**config.mk**
```make
export PLATFORM = sky130hd
export DESIGN_NAME = tmr_timer8
export DESIGN_NICKNAME = d
export VERILOG_FILES = /design/src/tmr_pkg.sv /design/src/tmr_wave_if.sv /design/src/tmr_clock_select.sv /design/src/tmr_timer8.sv /design/src/tmr_wave_gen.sv
export SDC_FILE = /design/constraint.sdc
export NUM_CORES = 1
export LEC_CHECK = 0
export ABC_AREA = 1
export BUFFER_PORTS_ARGS = -buffer_cell sky130_fd_sc_hd__buf_2
export CAP_MARGIN = 40
export CORE_MARGIN = 8
export CORE_UTILIZATION = 55
export CTS_CLUSTER_DIAMETER = 120
export DETAILED_ROUTE_END_ITERATION = 8
export PLACE_DENSITY = 0.81
export SYNTH_ARGS = -nofsm -noshare
export SYNTH_HDL_FRONTEND = slang
export SYNTH_HIERARCHICAL = 1
export SYNTH_SLANG_ARGS = --single-unit
```
**constraint.sdc**
```tcl
create_clock -name aclk -period 2.3 [get_ports aclk]
set_input_delay 0.115 -clock aclk [delete_from_list [all_inputs] [get_ports aclk]]
set_output_delay 0.115 -clock aclk [all_outputs]
set_load 0.01 [all_outputs]
```
**src/tmr_pkg.sv**
```systemverilog
// constants, types and register map of the 8-bit compare/pwm timer
// Function
// - force strobe acts only in normal or clear-on-match mode
// - force strobe applies the selected compare action at once, one cycle
// - force strobe sets no flag, raises no interrupt, never clears counter
// - force bit always reads back as zero
// - mode bits 6 (low) and 3 (high): normal, phase pwm, clear, fast pwm
// - top is 0xFF except compare in clear mode; pwm buffers compare
// - overflow flag at MAX, or at bottom reversal in phase-correct mode
// - nonzero output mode overrides port data; direction bit enables driver
// - non-pwm output modes: off, toggle, clear, set on match
// - fast pwm: off, reserved, clear-match/set-top, set-match/clear-top
// - phase pwm: code 10 clears up, sets down; 11 opposite
// - pwm with compare at top and upper bit set: act at top only
// - clock select: stop, div 1, 8, 64, 256, 1024, pin fall, pin rise
// - external pin edges count even when the pin is an output
// - counter readable and writable; write blocks next tick's match
// - compare always checked; match sets flag and drives output action
// - compare irq needs enable bit 1, global enable and compare flag
// - overflow irq needs enable bit 0, global enable and overflow flag
// - compare flag cleared by vector taken or writing one
// - overflow flag cleared by vector taken or writing one
// - fast pwm counts up to MAX then wraps to zero
// - phase pwm counts up to MAX, then down to zero, repeating
package tmr_pkg;
    localparam logic [7:0] TMR_OFF_CONTROL = 8'h24;
    localparam logic [7:0] TMR_OFF_COUNT = 8'h28;
    localparam logic [7:0] TMR_OFF_COMPARE = 8'h2C;
    localparam logic [7:0] TMR_OFF_MASK = 8'h30;
    localparam logic [7:0] TMR_OFF_FLAGS = 8'h34;
    localparam int TMR_BIT_FORCE = 7;
    localparam int TMR_BIT_WAVE_LOW = 6;
    localparam int TMR_BIT_OUT_UPPER = 5;
    localparam int TMR_BIT_OUT_LOWER = 4;
    localparam int TMR_BIT_WAVE_HIGH = 3;
    localparam int TMR_BIT_CMP = 1;
    localparam int TMR_BIT_OVF = 0;
    localparam logic [7:0] TMR_CONTROL_RST = 8'h00;
    localparam logic [7:0] TMR_COUNT_RST = 8'h00;
    localparam logic [7:0] TMR_COMPARE_RST = 8'h00;
    localparam logic [1:0] TMR_MASK_RST = 2'h0;
    localparam logic [7:0] TMR_MAX = 8'hFF;
    localparam logic [7:0] TMR_BOTTOM = 8'h00;
    localparam int TMR_PRESC_W = 10;
    localparam logic [1:0] TMR_RESP_OKAY = 2'h0;
    localparam logic [1:0] TMR_RESP_SLVERR = 2'h2;
    typedef enum logic [1:0] {
        TMR_NORMAL, TMR_PHASE_PWM, TMR_CLEAR_MATCH, TMR_FAST_PWM
    } tmr_mode_t;
    typedef enum logic [2:0] {
        TMR_CS_STOP, TMR_CS_DIV1, TMR_CS_DIV8, TMR_CS_DIV64,
        TMR_CS_DIV256, TMR_CS_DIV1024, TMR_CS_EXT_FALL, TMR_CS_EXT_RISE
    } tmr_clksel_t;
endpackage

```
**src/tmr_wave_if.sv**
```systemverilog
// signals shared between the counter core and the waveform generator
interface tmr_wave_if;
    logic tick;
    logic [7:0] count;
    logic [7:0] cmp;
    tmr_pkg::tmr_mode_t mode;
    logic [1:0] out_mode;
    logic count_up;
    logic match;
    logic force_cmp;
    logic wave;
    modport core (output tick, count, cmp, mode, out_mode, count_up, match, force_cmp,
        input wave);
    modport gen (input tick, count, cmp, mode, out_mode, count_up, match, force_cmp,
        output wave);
endinterface
```
**src/tmr_clock_select.sv**
```systemverilog
// count-enable source: prescaler taps or synchronised external pin edges
module tmr_clock_select (
    input logic aclk,
    input logic aresetn,
    input tmr_pkg::tmr_clksel_t clock_select,
    input logic ext_count_pin,
    output logic tick
);
    logic [tmr_pkg::TMR_PRESC_W-1:0] presc_ff;
    logic sync1_ff, sync2_ff, sync3_ff, level_ff;
    logic settled, rise, fall, nxt_tick;

    // free running divider, taps are all-ones of its low bits
    always_ff @(posedge aclk) begin
        if (!aresetn) presc_ff <= '0;
        else presc_ff <= presc_ff + 1'b1;
    end

    // three stage synchroniser; level only moves once stages two and three agree
    always_ff @(posedge aclk) begin
        if (!aresetn) begin
            sync1_ff <= 1'b0;
            sync2_ff <= 1'b0;
            sync3_ff <= 1'b0;
            level_ff <= 1'b0;
        end else begin
            sync1_ff <= ext_count_pin;
            sync2_ff <= sync1_ff;
            sync3_ff <= sync2_ff;
            if (settled) level_ff <= sync3_ff;
        end
    end

    // pin direction is not consulted, so software driving the pin still counts
    assign settled = (sync2_ff == sync3_ff);
    assign rise = settled && sync3_ff && !level_ff;
    assign fall = settled && !sync3_ff && level_ff;

    always_comb begin
        unique case (clock_select)
            tmr_pkg::TMR_CS_STOP: nxt_tick = 1'b0;
            tmr_pkg::TMR_CS_DIV1: nxt_tick = 1'b1;
            tmr_pkg::TMR_CS_DIV8: nxt_tick = &presc_ff[2:0];
            tmr_pkg::TMR_CS_DIV64: nxt_tick = &presc_ff[5:0];
            tmr_pkg::TMR_CS_DIV256: nxt_tick = &presc_ff[7:0];
            tmr_pkg::TMR_CS_DIV1024: nxt_tick = &presc_ff[9:0];
            tmr_pkg::TMR_CS_EXT_FALL: nxt_tick = fall;
            tmr_pkg::TMR_CS_EXT_RISE: nxt_tick = rise;
        endcase
    end

    // registered so a stop selection silences ticks one cycle later
    always_ff @(posedge aclk) begin
        if (!aresetn) tick <= 1'b0;
        else tick <= nxt_tick;
    end
endmodule

```
**src/tmr_timer8.sv**
```systemverilog
// 8-bit timer/counter with one compare channel behind an axi4-lite slave
//
// The AXI4-Lite slave port was decided locally.
module tmr_timer8 #(
    parameter int ADDR_W = 8
) (
    input logic aclk,
    input logic aresetn,
    input logic [ADDR_W-1:0] s_axi_awaddr,
    input logic s_axi_awvalid,
    output logic s_axi_awready,
    input logic [31:0] s_axi_wdata,
    input logic [3:0] s_axi_wstrb,
    input logic s_axi_wvalid,
    output logic s_axi_wready,
    output logic [1:0] s_axi_bresp,
    output logic s_axi_bvalid,
    input logic s_axi_bready,
    input logic [ADDR_W-1:0] s_axi_araddr,
    input logic s_axi_arvalid,
    output logic s_axi_arready,
    output logic [31:0] s_axi_rdata,
    output logic [1:0] s_axi_rresp,
    output logic s_axi_rvalid,
    input logic s_axi_rready,
    input logic ext_count_pin,
    input logic port_data_in,
    input logic port_dir_in,
    input logic cpu_int_enable,
    input logic compare_vector_taken,
    input logic overflow_vector_taken,
    output logic wave_out_pin,
    output logic wave_out_pin_oe_n,
    output logic compare_irq_req,
    output logic overflow_irq_req
);
    tmr_wave_if wif ();

    logic awready_ff, wready_ff, bvalid_ff, arready_ff, rvalid_ff;
    logic [1:0] bresp_ff, rresp_ff;
    logic [31:0] rdata_ff;
    logic aw_held_ff, w_held_ff;
    logic [ADDR_W-1:0] awaddr_ff;
    logic [7:0] wdata_ff;
    logic wstrb0_ff;
    logic [6:0] ctrl_ff;
    logic [7:0] cnt_ff, cmp_ff, cmp_eff_ff;
    logic [1:0] mask_ff;
    logic dir_up_ff, blocked_ff, force_ff;
    logic cmp_flag_ff, ovf_flag_ff;
    logic cmp_irq_ff, ovf_irq_ff, pin_ff, pin_oe_n_ff;
    logic aw_hs, w_hs, ar_hs, do_write, wr_en;
    logic nxt_aw_held, nxt_w_held;
    logic wr_ctrl, wr_count, wr_cmp, wr_mask, wr_flags, wr_hit;
    logic [31:0] nxt_rdata;
    logic nxt_rd_hit;
    tmr_pkg::tmr_mode_t mode;
    logic [1:0] out_mode;
    logic pwm, tick, match_ok, ovf_event;
    logic [7:0] top;

    assign s_axi_awready = awready_ff;
    assign s_axi_wready = wready_ff;
    assign s_axi_bvalid = bvalid_ff;
    assign s_axi_bresp = bresp_ff;
    assign s_axi_arready = arready_ff;
    assign s_axi_rvalid = rvalid_ff;
    assign s_axi_rdata = rdata_ff;
    assign s_axi_rresp = rresp_ff;
    assign wave_out_pin = pin_ff;
    assign wave_out_pin_oe_n = pin_oe_n_ff;
    assign compare_irq_req = cmp_irq_ff;
    assign overflow_irq_req = ovf_irq_ff;

    // write channel: address and data taken independently, applied together
    assign aw_hs = s_axi_awvalid && awready_ff;
    assign w_hs = s_axi_wvalid && wready_ff;
    assign do_write = aw_held_ff && w_held_ff && !bvalid_ff;
    assign nxt_aw_held = (aw_held_ff || aw_hs) && !do_write;
    assign nxt_w_held = (w_held_ff || w_hs) && !do_write;
    assign wr_en = do_write && wstrb0_ff;
    assign wr_ctrl = wr_en && (awaddr_ff == ADDR_W'(tmr_pkg::TMR_OFF_CONTROL));
    assign wr_count = wr_en && (awaddr_ff == ADDR_W'(tmr_pkg::TMR_OFF_COUNT));
    assign wr_cmp = wr_en && (awaddr_ff == ADDR_W'(tmr_pkg::TMR_OFF_COMPARE));
    assign wr_mask = wr_en && (awaddr_ff == ADDR_W'(tmr_pkg::TMR_OFF_MASK));
    assign wr_flags = wr_en && (awaddr_ff == ADDR_W'(tmr_pkg::TMR_OFF_FLAGS));
    assign wr_hit = (awaddr_ff == ADDR_W'(tmr_pkg::TMR_OFF_CONTROL))
        || (awaddr_ff == ADDR_W'(tmr_pkg::TMR_OFF_COUNT))
        || (awaddr_ff == ADDR_W'(tmr_pkg::TMR_OFF_COMPARE))
        || (awaddr_ff == ADDR_W'(tmr_pkg::TMR_OFF_MASK))
        || (awaddr_ff == ADDR_W'(tmr_pkg::TMR_OFF_FLAGS));

    always_ff @(posedge aclk) begin
        if (!aresetn) begin
            aw_held_ff <= 1'b0;
            w_held_ff <= 1'b0;
            awready_ff <= 1'b0;
            wready_ff <= 1'b0;
            awaddr_ff <= '0;
            wdata_ff <= 8'h00;
            wstrb0_ff <= 1'b0;
        end else begin
            aw_held_ff <= nxt_aw_held;
            w_held_ff <= nxt_w_held;
            awready_ff <= !nxt_aw_held;
            wready_ff <= !nxt_w_held;
            if (aw_hs) awaddr_ff <= s_axi_awaddr;
            if (w_hs) begin
                wdata_ff <= s_axi_wdata[7:0];
                wstrb0_ff <= s_axi_wstrb[0];
            end
        end
    end

    // write response; unmapped address answers slverr and changes nothing
    always_ff @(posedge aclk) begin
        if (!aresetn) begin
            bvalid_ff <= 1'b0;
            bresp_ff <= tmr_pkg::TMR_RESP_OKAY;
        end else if (do_write) begin
            bvalid_ff <= 1'b1;
            bresp_ff <= wr_hit ? tmr_pkg::TMR_RESP_OKAY : tmr_pkg::TMR_RESP_SLVERR;
        end else if (s_axi_bready) begin
            bvalid_ff <= 1'b0;
        end
    end

    // read mux, upper bits read as zero
    always_comb begin
        nxt_rdata = 32'h0000_0000;
        nxt_rd_hit = 1'b1;
        case (s_axi_araddr)
            ADDR_W'(tmr_pkg::TMR_OFF_CONTROL): nxt_rdata[7:0] = {1'b0, ctrl_ff};
            ADDR_W'(tmr_pkg::TMR_OFF_COUNT): nxt_rdata[7:0] = cnt_ff;
            ADDR_W'(tmr_pkg::TMR_OFF_COMPARE): nxt_rdata[7:0] = cmp_ff;
            ADDR_W'(tmr_pkg::TMR_OFF_MASK): nxt_rdata[1:0] = mask_ff;
            ADDR_W'(tmr_pkg::TMR_OFF_FLAGS): nxt_rdata[1:0] = {cmp_flag_ff, ovf_flag_ff};
            default: nxt_rd_hit = 1'b0;
        endcase
    end

    // read channel: one read in flight, data held until rready
    assign ar_hs = s_axi_arvalid && arready_ff;
    always_ff @(posedge aclk) begin
        if (!aresetn) begin
            arready_ff <= 1'b0;
            rvalid_ff <= 1'b0;
            rdata_ff <= 32'h0000_0000;
            rresp_ff <= tmr_pkg::TMR_RESP_OKAY;
        end else begin
            arready_ff <= !(ar_hs || (rvalid_ff && !s_axi_rready));
            if (ar_hs) begin
                rvalid_ff <= 1'b1;
                rdata_ff <= nxt_rdata;
                rresp_ff <= nxt_rd_hit ? tmr_pkg::TMR_RESP_OKAY : tmr_pkg::TMR_RESP_SLVERR;
            end else if (s_axi_rready) begin
                rvalid_ff <= 1'b0;
            end
        end
    end

    // control, compare and mask registers; force bit is never stored
    always_ff @(posedge aclk) begin
        if (!aresetn) begin
            ctrl_ff <= tmr_pkg::TMR_CONTROL_RST[6:0];
            cmp_ff <= tmr_pkg::TMR_COMPARE_RST;
            mask_ff <= tmr_pkg::TMR_MASK_RST;
        end else begin
            if (wr_ctrl) ctrl_ff <= wdata_ff[6:0];
            if (wr_cmp) cmp_ff <= wdata_ff;
            if (wr_mask) mask_ff <= wdata_ff[1:0];
        end
    end

    // force strobe only honoured for non-pwm modes of the value being written
    always_ff @(posedge aclk) begin
        if (!aresetn) force_ff <= 1'b0;
        else force_ff <= wr_ctrl && wdata_ff[tmr_pkg::TMR_BIT_FORCE]
            && !wdata_ff[tmr_pkg::TMR_BIT_WAVE_LOW];
    end

    assign mode = tmr_pkg::tmr_mode_t'({ctrl_ff[tmr_pkg::TMR_BIT_WAVE_HIGH],
        ctrl_ff[tmr_pkg::TMR_BIT_WAVE_LOW]});
    assign out_mode = {ctrl_ff[tmr_pkg::TMR_BIT_OUT_UPPER], ctrl_ff[tmr_pkg::TMR_BIT_OUT_LOWER]};
    assign pwm = ctrl_ff[tmr_pkg::TMR_BIT_WAVE_LOW];
    assign top = (mode == tmr_pkg::TMR_CLEAR_MATCH) ? cmp_eff_ff : tmr_pkg::TMR_MAX;
    // a blocked tick still counts; it only loses its match
    assign match_ok = tick && (cnt_ff == cmp_eff_ff) && !blocked_ff;
    assign ovf_event = tick && ((mode == tmr_pkg::TMR_PHASE_PWM)
        ? (!dir_up_ff && cnt_ff == tmr_pkg::TMR_BOTTOM)
        : (cnt_ff == tmr_pkg::TMR_MAX));

    tmr_clock_select u_clksel (
        .aclk(aclk),
        .aresetn(aresetn),
        .clock_select(tmr_pkg::tmr_clksel_t'(ctrl_ff[2:0])),
        .ext_count_pin(ext_count_pin),
        .tick(tick)
    );

    // compare buffer: immediate outside pwm, loaded at top in pwm
    always_ff @(posedge aclk) begin
        if (!aresetn) cmp_eff_ff <= tmr_pkg::TMR_COMPARE_RST;
        else if (!pwm) cmp_eff_ff <= wr_cmp ? wdata_ff : cmp_ff;
        else if (tick && cnt_ff == tmr_pkg::TMR_MAX) cmp_eff_ff <= cmp_ff;
    end

    // counter sequence per mode; software write has priority over a tick
    always_ff @(posedge aclk) begin
        if (!aresetn) begin
            cnt_ff <= tmr_pkg::TMR_COUNT_RST;
            dir_up_ff <= 1'b1;
        end else if (wr_count) begin
            cnt_ff <= wdata_ff;
        end else if (tick) begin
            unique case (mode)
                tmr_pkg::TMR_NORMAL, tmr_pkg::TMR_FAST_PWM: begin
                    cnt_ff <= cnt_ff + 8'h01;
                    dir_up_ff <= 1'b1;
                end
                tmr_pkg::TMR_CLEAR_MATCH: begin
                    // forced compares never reach here, so they cannot clear
                    cnt_ff <= (match_ok && cnt_ff == top) ? tmr_pkg::TMR_BOTTOM
                        : cnt_ff + 8'h01;
                    dir_up_ff <= 1'b1;
                end
                tmr_pkg::TMR_PHASE_PWM: begin
                    if (dir_up_ff && cnt_ff == tmr_pkg::TMR_MAX) begin
                        dir_up_ff <= 1'b0;
                        cnt_ff <= cnt_ff - 8'h01;
                    end else if (!dir_up_ff && cnt_ff == tmr_pkg::TMR_BOTTOM) begin
                        dir_up_ff <= 1'b1;
                        cnt_ff <= cnt_ff + 8'h01;
                    end else begin
                        cnt_ff <= dir_up_ff ? cnt_ff + 8'h01 : cnt_ff - 8'h01;
                    end
                end
            endcase
        end
    end

    // a counter write removes the match of the next tick
    always_ff @(posedge aclk) begin
        if (!aresetn) blocked_ff <= 1'b0;
        else if (wr_count) blocked_ff <= 1'b1;
        else if (tick) blocked_ff <= 1'b0;
    end

    // flags: hardware set wins over a clear in the same cycle
    always_ff @(posedge aclk) begin
        if (!aresetn) begin
            cmp_flag_ff <= 1'b0;
            ovf_flag_ff <= 1'b0;
        end else begin
            cmp_flag_ff <= match_ok || (cmp_flag_ff && !compare_vector_taken
                && !(wr_flags && wdata_ff[tmr_pkg::TMR_BIT_CMP]));
            ovf_flag_ff <= ovf_event || (ovf_flag_ff && !overflow_vector_taken
                && !(wr_flags && wdata_ff[tmr_pkg::TMR_BIT_OVF]));
        end
    end

    // interrupt requests gated by enable bits and the global enable
    always_ff @(posedge aclk) begin
        if (!aresetn) begin
            cmp_irq_ff <= 1'b0;
            ovf_irq_ff <= 1'b0;
        end else begin
            cmp_irq_ff <= mask_ff[tmr_pkg::TMR_BIT_CMP] && cpu_int_enable && cmp_flag_ff;
            ovf_irq_ff <= mask_ff[tmr_pkg::TMR_BIT_OVF] && cpu_int_enable && ovf_flag_ff;
        end
    end

    assign wif.tick = tick;
    assign wif.count = cnt_ff;
    assign wif.cmp = cmp_eff_ff;
    assign wif.mode = mode;
    assign wif.out_mode = out_mode;
    assign wif.count_up = dir_up_ff;
    assign wif.match = match_ok;
    assign wif.force_cmp = force_ff;

    tmr_wave_gen u_wave (
        .aclk(aclk),
        .aresetn(aresetn),
        .wif(wif)
    );

    // pin mux; the driver follows only the direction bit
    always_ff @(posedge aclk) begin
        if (!aresetn) begin
            pin_ff <= 1'b0;
            pin_oe_n_ff <= 1'b1;
        end else begin
            pin_ff <= (out_mode != 2'h0) ? wif.wave : port_data_in;
            pin_oe_n_ff <= !port_dir_in;
        end
    end
endmodule

```
**src/tmr_wave_gen.sv**
```systemverilog
// waveform output register driven by matches, top events and force strobes
module tmr_wave_gen (
    input logic aclk,
    input logic aresetn,
    tmr_wave_if.gen wif
);
    logic wave_ff;
    logic at_top, special, hit;

    assign wif.wave = wave_ff;
    assign at_top = wif.tick && (wif.count == tmr_pkg::TMR_MAX);
    // compare parked at top with upper bit set: ignore match, act at top
    assign special = (wif.cmp == tmr_pkg::TMR_MAX) && wif.out_mode[1];
    assign hit = wif.match && !special;

    always_ff @(posedge aclk) begin
        if (!aresetn) begin
            wave_ff <= 1'b0;
        end else if (wif.force_cmp || (wif.match && !wif.mode[0])) begin
            // force uses the non-pwm table, never touches flags
            unique case (wif.out_mode)
                2'h0: wave_ff <= wave_ff;
                2'h1: wave_ff <= !wave_ff;
                2'h2: wave_ff <= 1'b0;
                2'h3: wave_ff <= 1'b1;
            endcase
        end else if (wif.mode == tmr_pkg::TMR_FAST_PWM && wif.out_mode[1]) begin
            if (at_top) wave_ff <= !wif.out_mode[0];
            else if (hit) wave_ff <= wif.out_mode[0];
        end else if (wif.mode == tmr_pkg::TMR_PHASE_PWM && wif.out_mode[1]) begin
            if (special && at_top && wif.count_up) wave_ff <= !wif.out_mode[0];
            else if (hit) wave_ff <= wif.count_up ? wif.out_mode[0] : !wif.out_mode[0];
        end
    end
endmodule

```
# ---- Yosys cells after proc, flatten, opt, wreduce, memory -nomap -nowiden
# Cells that the tools add are included.
dict set report word_totals {
  reg_bits 94
  in_bits 65
  output_inout_bits 45
  elab_cells 200
}
dict set report classes {
  addsub 3
  eq_ne 32
  mux 37
  bitwise 1
  n_reduce_logical 93
}
# cell n
set op_table {}
lappend op_table {{$eq A8 B6 Y1 const B} 10}
lappend op_table {{$mux W8} 10}
lappend op_table {{$logic_and A1 B1 Y1} 44}
lappend op_table {{$pmux W8 S3} 1}
lappend op_table {{$logic_not A1 Y1} 20}
lappend op_table {{$mux W1} 19}
lappend op_table {{$pmux W6 S3} 1}
lappend op_table {{$eq A8 B8 Y1} 2}
lappend op_table {{$eq A8 B8 Y1 const B} 2}
lappend op_table {{$eq A3 B3 Y1 const B} 4}
lappend op_table {{$add A10 B1 Y10 const B} 1}
lappend op_table {{$logic_or A1 B1 Y1} 10}
lappend op_table {{$pmux W2 S5} 1}
lappend op_table {{$reduce_and A10 Y1} 1}
lappend op_table {{$add A8 B1 Y8 const B} 1}
lappend op_table {{$eq A2 B2 Y1 const B} 4}
lappend op_table {{$logic_not A8 Y1} 1}
lappend op_table {{$pmux W1 S8} 1}
lappend op_table {{$reduce_and A8 Y1} 1}
lappend op_table {{$reduce_bool A2 Y1} 4}
lappend op_table {{$sub A8 B1 Y8 const B} 1}
lappend op_table {{$eq A3 B2 Y1 const B} 2}
lappend op_table {{$reduce_and A3 Y1} 2}
lappend op_table {{$reduce_and A6 Y1} 1}
lappend op_table {{19 further kinds} 22}

# ---- Logic depth before layout (Yosys ltp)
dict set report logic_depth {
  word_depth 9
  mapped_depth 14
  mapped_depth_nobuf 13
}

# ---- Hierarchy
# The synthesis kept the hierarchy.
# module n_inst cells_each area_per_inst_um2 seq_area_each_um2
set by_module_without_submodules {}
lappend by_module_without_submodules {tmr_timer8 1 591 4025.1 1521.5}
lappend by_module_without_submodules {tmr_clock_select 1 85 670.6 300.3}
lappend by_module_without_submodules {tmr_wave_gen 1 47 219.0 20.0}

# ---- Worst setup path before layout
# OpenSTA, ideal clock, no wires.
dict set report synth_timing {
  kind {flip-flop to flip-flop}
  from {reg ctrl_ff[6]}
  to {reg cnt_ff[3]}
  setup_ps 135
  t_arrival_ps 1627
  t_required_ps 2165
  path_slack_ps 538
  stages_incl_launch_ff 15
  n_path_buf 1
  synth_period_minus_slack_ps 1762
  cell_sequence {dfxtp_1 > inv_1 > clkbuf_1 > ha_1 > o21bai_1 > nor2_1 > nand2_1 > nor2_1 > nand2_1 > nand2_1 > nand2_2 > nand2_1 > nand2_1 > nand2_1 > a21oi_2}
}
dict set report synth_between {
  elab_chain_len 8
  elab_cells_between_ends 12
  classes_between {eq/ne (4); mux (5); reduce/logical (3)}
}
# item line
set synth_rtl {}
lappend synth_rtl {{start, declared} tmr_timer8.sv:46} ;# logic [6:0] ctrl_ff;
lappend synth_rtl {{start signal, assigned} tmr_timer8.sv:165} ;# ctrl_ff <= tmr_pkg::TMR_CONTROL_RST[6:0];
lappend synth_rtl {{start signal, assigned} tmr_timer8.sv:169} ;# if (wr_ctrl) ctrl_ff <= wdata_ff[6:0];
lappend synth_rtl {{$eq A2 B2 Y1} {tmr_timer8.sv:186, tmr_timer8.sv:216}}
lappend synth_rtl {{$mux W8} tmr_timer8.sv:186} ;# assign top = (mode == tmr_pkg::TMR_CLEAR_MATCH) ? cmp_eff_ff : tmr_pkg::TMR_MAX;
lappend synth_rtl {{$eq A8 B8 Y1} tmr_timer8.sv:223} ;# cnt_ff <= (match_ok && cnt_ff == top) ? tmr_pkg::TMR_BOTTOM
lappend synth_rtl {{$logic_and A1 B1 Y1} tmr_timer8.sv:223}
lappend synth_rtl {{$mux W8} tmr_timer8.sv:223}
lappend synth_rtl {{$pmux W8 S3 *} tmr_timer8.sv:216} ;# unique case (mode)
lappend synth_rtl {{$mux W8 *} tmr_timer8.sv:215} ;# end else if (tick) begin
lappend synth_rtl {{$mux W8 *} tmr_timer8.sv:213} ;# end else if (wr_count) begin
lappend synth_rtl {{end signal, assigned} tmr_timer8.sv:214} ;# cnt_ff <= wdata_ff;
lappend synth_rtl {{end signal, assigned} tmr_timer8.sv:218} ;# cnt_ff <= cnt_ff + 8'h01;
lappend synth_rtl {{end signal, assigned} tmr_timer8.sv:223}
lappend synth_rtl {{end, declared} tmr_timer8.sv:47} ;# logic [7:0] cnt_ff, cmp_ff, cmp_eff_ff;
# Every way passes the cells marked *; elsewhere a longest branch is shown, timed or not. The select of a mux whose other input is x is not followed.
# A chain may end at the register's enable or synchronous reset.

# ---- Worst setup path after layout
dict set report layout_timing {
  from {reg cnt_ff[1]}
  to {reg u_wave.wave_ff (netlist: u_wave/wif.wave)}
}
dict set report layout_between {
  elab_cells_between_ends 20
  classes_between {eq/ne (4); mux (5); reduce/logical (11)}
}
# item line
set layout_lines {}
lappend layout_lines {{start signal, assigned} tmr_timer8.sv:211} ;# cnt_ff <= tmr_pkg::TMR_COUNT_RST;
lappend layout_lines {{start signal, assigned} tmr_timer8.sv:214}
lappend layout_lines {{start signal, assigned} tmr_timer8.sv:218}
lappend layout_lines {{$eq A8 B8 Y1 *} tmr_timer8.sv:188} ;# assign match_ok = tick && (cnt_ff == cmp_eff_ff) && !blocked_ff;
lappend layout_lines {{$logic_and A1 B1 Y1 * (2 in series)} tmr_timer8.sv:188}
lappend layout_lines {{via match_ok} tmr_timer8.sv:59} ;# logic pwm, tick, match_ok, ovf_event;
lappend layout_lines {{$logic_and A1 B1 Y1} tmr_wave_gen.sv:19} ;# end else if (wif.force_cmp || (wif.match && !wif.mode[0])) begin
lappend layout_lines {{$logic_or A1 B1 Y1} tmr_wave_gen.sv:19}
lappend layout_lines {{$ne A4 B1 Y1 (no line) (tied with other cells)} n/a}
lappend layout_lines {{$reduce_and A4 Y1 (no line)} n/a}
lappend layout_lines {{end signal, assigned} tmr_wave_gen.sv:22} ;# 2'h0: wave_ff <= wave_ff;
lappend layout_lines {{end signal, assigned} tmr_wave_gen.sv:23} ;# 2'h1: wave_ff <= !wave_ff;
lappend layout_lines {{end signal, assigned} tmr_wave_gen.sv:28} ;# if (at_top) wave_ff <= !wif.out_mode[0];
lappend layout_lines {{end, declared} tmr_wave_gen.sv:7} ;# logic wave_ff;
# The timed path passes the listed nets; every way through them passes the cells marked *. The select of a mux whose other input is x is not followed.

==> impl_results.md <==
- # diodes: 0
- Main area contributors after synthesis: dfxtp_1 37%, nand2_1 13%, nor2_1 7.4%
- Clock buffer depth: 2
- Detailed-route DRC error count: 0
- Worst-path clk slew: roughly 0.10 ns
- IO Pins: between 100 and 150
- Final setup TNS: 0 ns
- CP Buf/Inv Count: 2
- Synthesized area: slightly below 0.005 mm²
- Int Pwr: 2.279 mW
- Crit end category: register
- Area leader, netlist: dfxtp_1
- Worst min path class: in2reg
- Hold Violations, Final: 0
- Synthesized area per cell: about 6.8 µm²
- WP data required: approximately 2.6 ns
- Postcts setup bufs: 0
- CTS Hold Bufs: 11
- Final setup viols: 0
- HPWL after detailed placement: about 10 mm
- Fraction of layout cells with a size suffix above 1: 0.1548
- Via count: 4,789
- Synth warn: 6
- Synth cell types: 43
- Leak: approximately 2.6 nW
- Post-Layout Cell Count: about 910
- Port bufs: 56
- Cells resized by post-CTS repair: 0
- CP Class: reg2reg
- Worst slew pin tran: slightly below 0.7 ns
- Final wirelength: 13.15 mm
- FMAX: about 510 MHz
- Post-DP Area: 0.005249 mm²
- Unrepaired setup endpoints after global routing: false
- Die Width: 110.5 µm
- Fill cells: 782
- Nets: between 800 and 900
- Clock sinks: slightly above 90
- Num CTS Buffers: 9
- Worst Clk Skew: around 0.020 ns
- Number of synthesized register bits: between 90 and 100
- Router iterations before antenna repair: 4
- Inst Count DP: 882
- Largest net degree at the start of global routing: 55
- Final period util: 0.8467
- Vias in the first global route: approximately 4,800
- Comb pwr share: 0.076
- Synthesized instance count: between 700 and 800
- Setup WS pre-CTS: about 0.43 ns
- All-Layer GR Usage: 0.2128
- Status: complete, no violations
- FF/Latch Area: about 0.0018 mm²
- Clock network power share: 0.386
- Max incr delay on CP: 0.49 ns
- Vias per inst: 5.268
- Placer Congestion: ~0.94
- Area fraction of the dominant cell type after synthesis: 0.3747
- Slowest stage cell, crit path: dfxtp_1
- Initial DRC count: 244
- Total congestion overflow: 0
- Peak VDD IR: 0.3818 mV
- H-tree Lvls: 3
- TritonCTS clock tree: done
- First-pass GRT wire length: around 22 mm
- Clock Latency Late Sink: roughly 0.38 ns
- P_sw: a little over 800 µW
- Post-Layout Inst Area: 0.005574 mm²
- CP max FO: 7
- Wire length per cell: around 14 µm
- Final Critical Period: 1.947 ns
- Cell Chain, Critical Path: inv_1 > nand2_1 > nand2_1 > nor2_1 > nand2_1 > nor2_1 > a21oi_1 > inv_1 > o21ai_0 > a21boi_0 > nor2_1 > nor2_1
- PwrDens: around 560 mW/mm²
- Slew margin rel.: 0.5424
- Worst Path Arrival: ~2.2 ns
- Area occupied by multi-input gates: approximately 0.0025 mm²
- Crit-path leading delay family: simple AND/OR/NAND/NOR gates
- Crit path top cell by count: nor2_1
- Sequential Power Share: 0.539
- Sw frac: 0.2665
- Die height: between 100 and 150 µm
- Critical path startpoint category: register
- Number of antenna violations at the first check in global routing: 0
- Full die area: between 0.01 and 0.015 mm²
- # rows: 34
- Core Region: 0.008678 mm²
- Post-route ant nets: 0
- Final worst slack: about 0.35 ns
- Final Max Slew Viols: 0
- Max Cap Viol: 0
- CTS Root Cell: clkbuf_8
- Initial Utilization: 0.5663
- Layout area overhead: 13.42%
- Post-synthesis sequential area ratio: 0.3747
## Yosys cell counts, drive strengths merged
cell type  number
dfxtp          92
clkinv          2
a31oi           4
buf            33
and3            1
or2             2
nand4           5
o21ai          55
clkbuf         12
conb            1
nor4            2
a21boi          1
a21oi          42
nor2          103
nand3b          1
a211oi         10
nand2         175
o211ai          1
o22ai          13
o31ai           1
nand3          29
o21bai          1
inv           100
xnor2           1
o221ai          5
ha              9
xor2           11
nor3           11
## worst reg2reg max path, stage by stage (launching register included)
cell,delay (ns)
dfxtp_1,0.49
inv_1,0.19
nand2_1,0.09
nand2_1,0.05
nor2_1,0.09
nand2_1,0.07
nor2_1,0.22
a21oi_1,0.13
inv_1,0.08
o21ai_0,0.12
a21boi_0,0.15
nor2_1,0.11
nor2_1,0.05
## cell type report
cell class / instances / area share
Clock buffer: 10 / 0.02469
Clock inverter: 6 / 0.01392
Tap cell: 108 / 0.02424
Timing Repair Buffer: 82 / 0.09024
Sequential cell: 92 / 0.3304
Multi-Input combinational cell: 509 / 0.4478
Inverter: 102 / 0.06869
## final timing paths
kind / startpoint / to / cells past startpoint / slack (ns)
setup / recovery: cnt_ff[1] / u_wave/wif.wave / 12 / 0.35
hold / removal: s_axi_wdata[4] / wdata_ff[4] / 3 / 0.004
hold reg to reg: u_clksel/sync1_ff / u_clksel/sync2_ff / 2 / 0.42
setup reg to reg: cnt_ff[1] / u_wave/wif.wave / 12 / 0.35
## routing by layer
metal | vias to the layer above | GRT usage | share of wire
met2 | 166 | 0.3720 | 0.49
met1 | 2197 | 0.2417 | 0.42
met5 | - | 0 | 0
met4 | 0 | 0.08198 | 0.029
li1 | 2395 | - | -
met3 | 31 | 0.05411 | 0.063
## logic make-up (layout without fill, tap and decap cells)
kind of cell             Yosys count  in the layout  synth area share
AND/OR/NAND/NOR                  329            329            0.2834
XOR/XNOR                          12             12           0.02138
buffers and inverters            147            200            0.1365
other                              1             26         0.0007630
flip-flops                        92             92            0.3747
adder cells (fa/ha/maj)            9              9           0.02291
AO/OA/AOI/OAI                    133            133            0.1604
## state kept, by name, indices dropped and copies added (netlist names), 2 cells and up
name	count
cmp_eff_ff	8
u_clksel/presc_ff	10
cmp_ff	8
s_axi_rdata	8
cnt_ff	8
wdata_ff	8
awaddr_ff	8
mask_ff	2
ctrl_ff	7
## cells in the final DEF (no fill, tap or decap), drive strengths merged, types with 4 or more instances in the layout
| cell type | count |
|---|---|
| nor2 | 103 |
| a211oi | 10 |
| xor2 | 11 |
| ha | 9 |
| o21ai | 55 |
| nand2 | 175 |
| a21oi | 42 |
| conb | 26 |
| dlygate4sd3 | 11 |
| nand4 | 5 |
| nand3 | 29 |
| o22ai | 13 |
| clkbuf | 10 |
| nor3 | 11 |
| buf | 71 |
| dfxtp | 92 |
| a31oi | 4 |
| inv | 104 |
| o221ai | 5 |
## power groups by stage
stage          logic [mW]  registers (mW)  clock network [mW]
2_1_floorplan       0.167            1.70                   0
3_3_place_gp        0.210            1.71                   0
3_5_place_dp        0.218            1.71                   0
4_1_cts             0.233            1.67                1.21
5_1_grt             0.267            1.68                1.28
6_report            0.235            1.67                1.20
## stage by stage
step	util	power [mW]	hold slack (ns)
after floorplan	-	1.868	0.1769
after global placement	0.6048	1.916	0.2738
after detailed placement	0.6048	1.927	0.2988
after CTS	0.6423	3.112	0.0005857
after global routing	0.6423	3.221	0.01412
final	0.6423	3.107	0.004041
(Power assumes the default switching activity.)
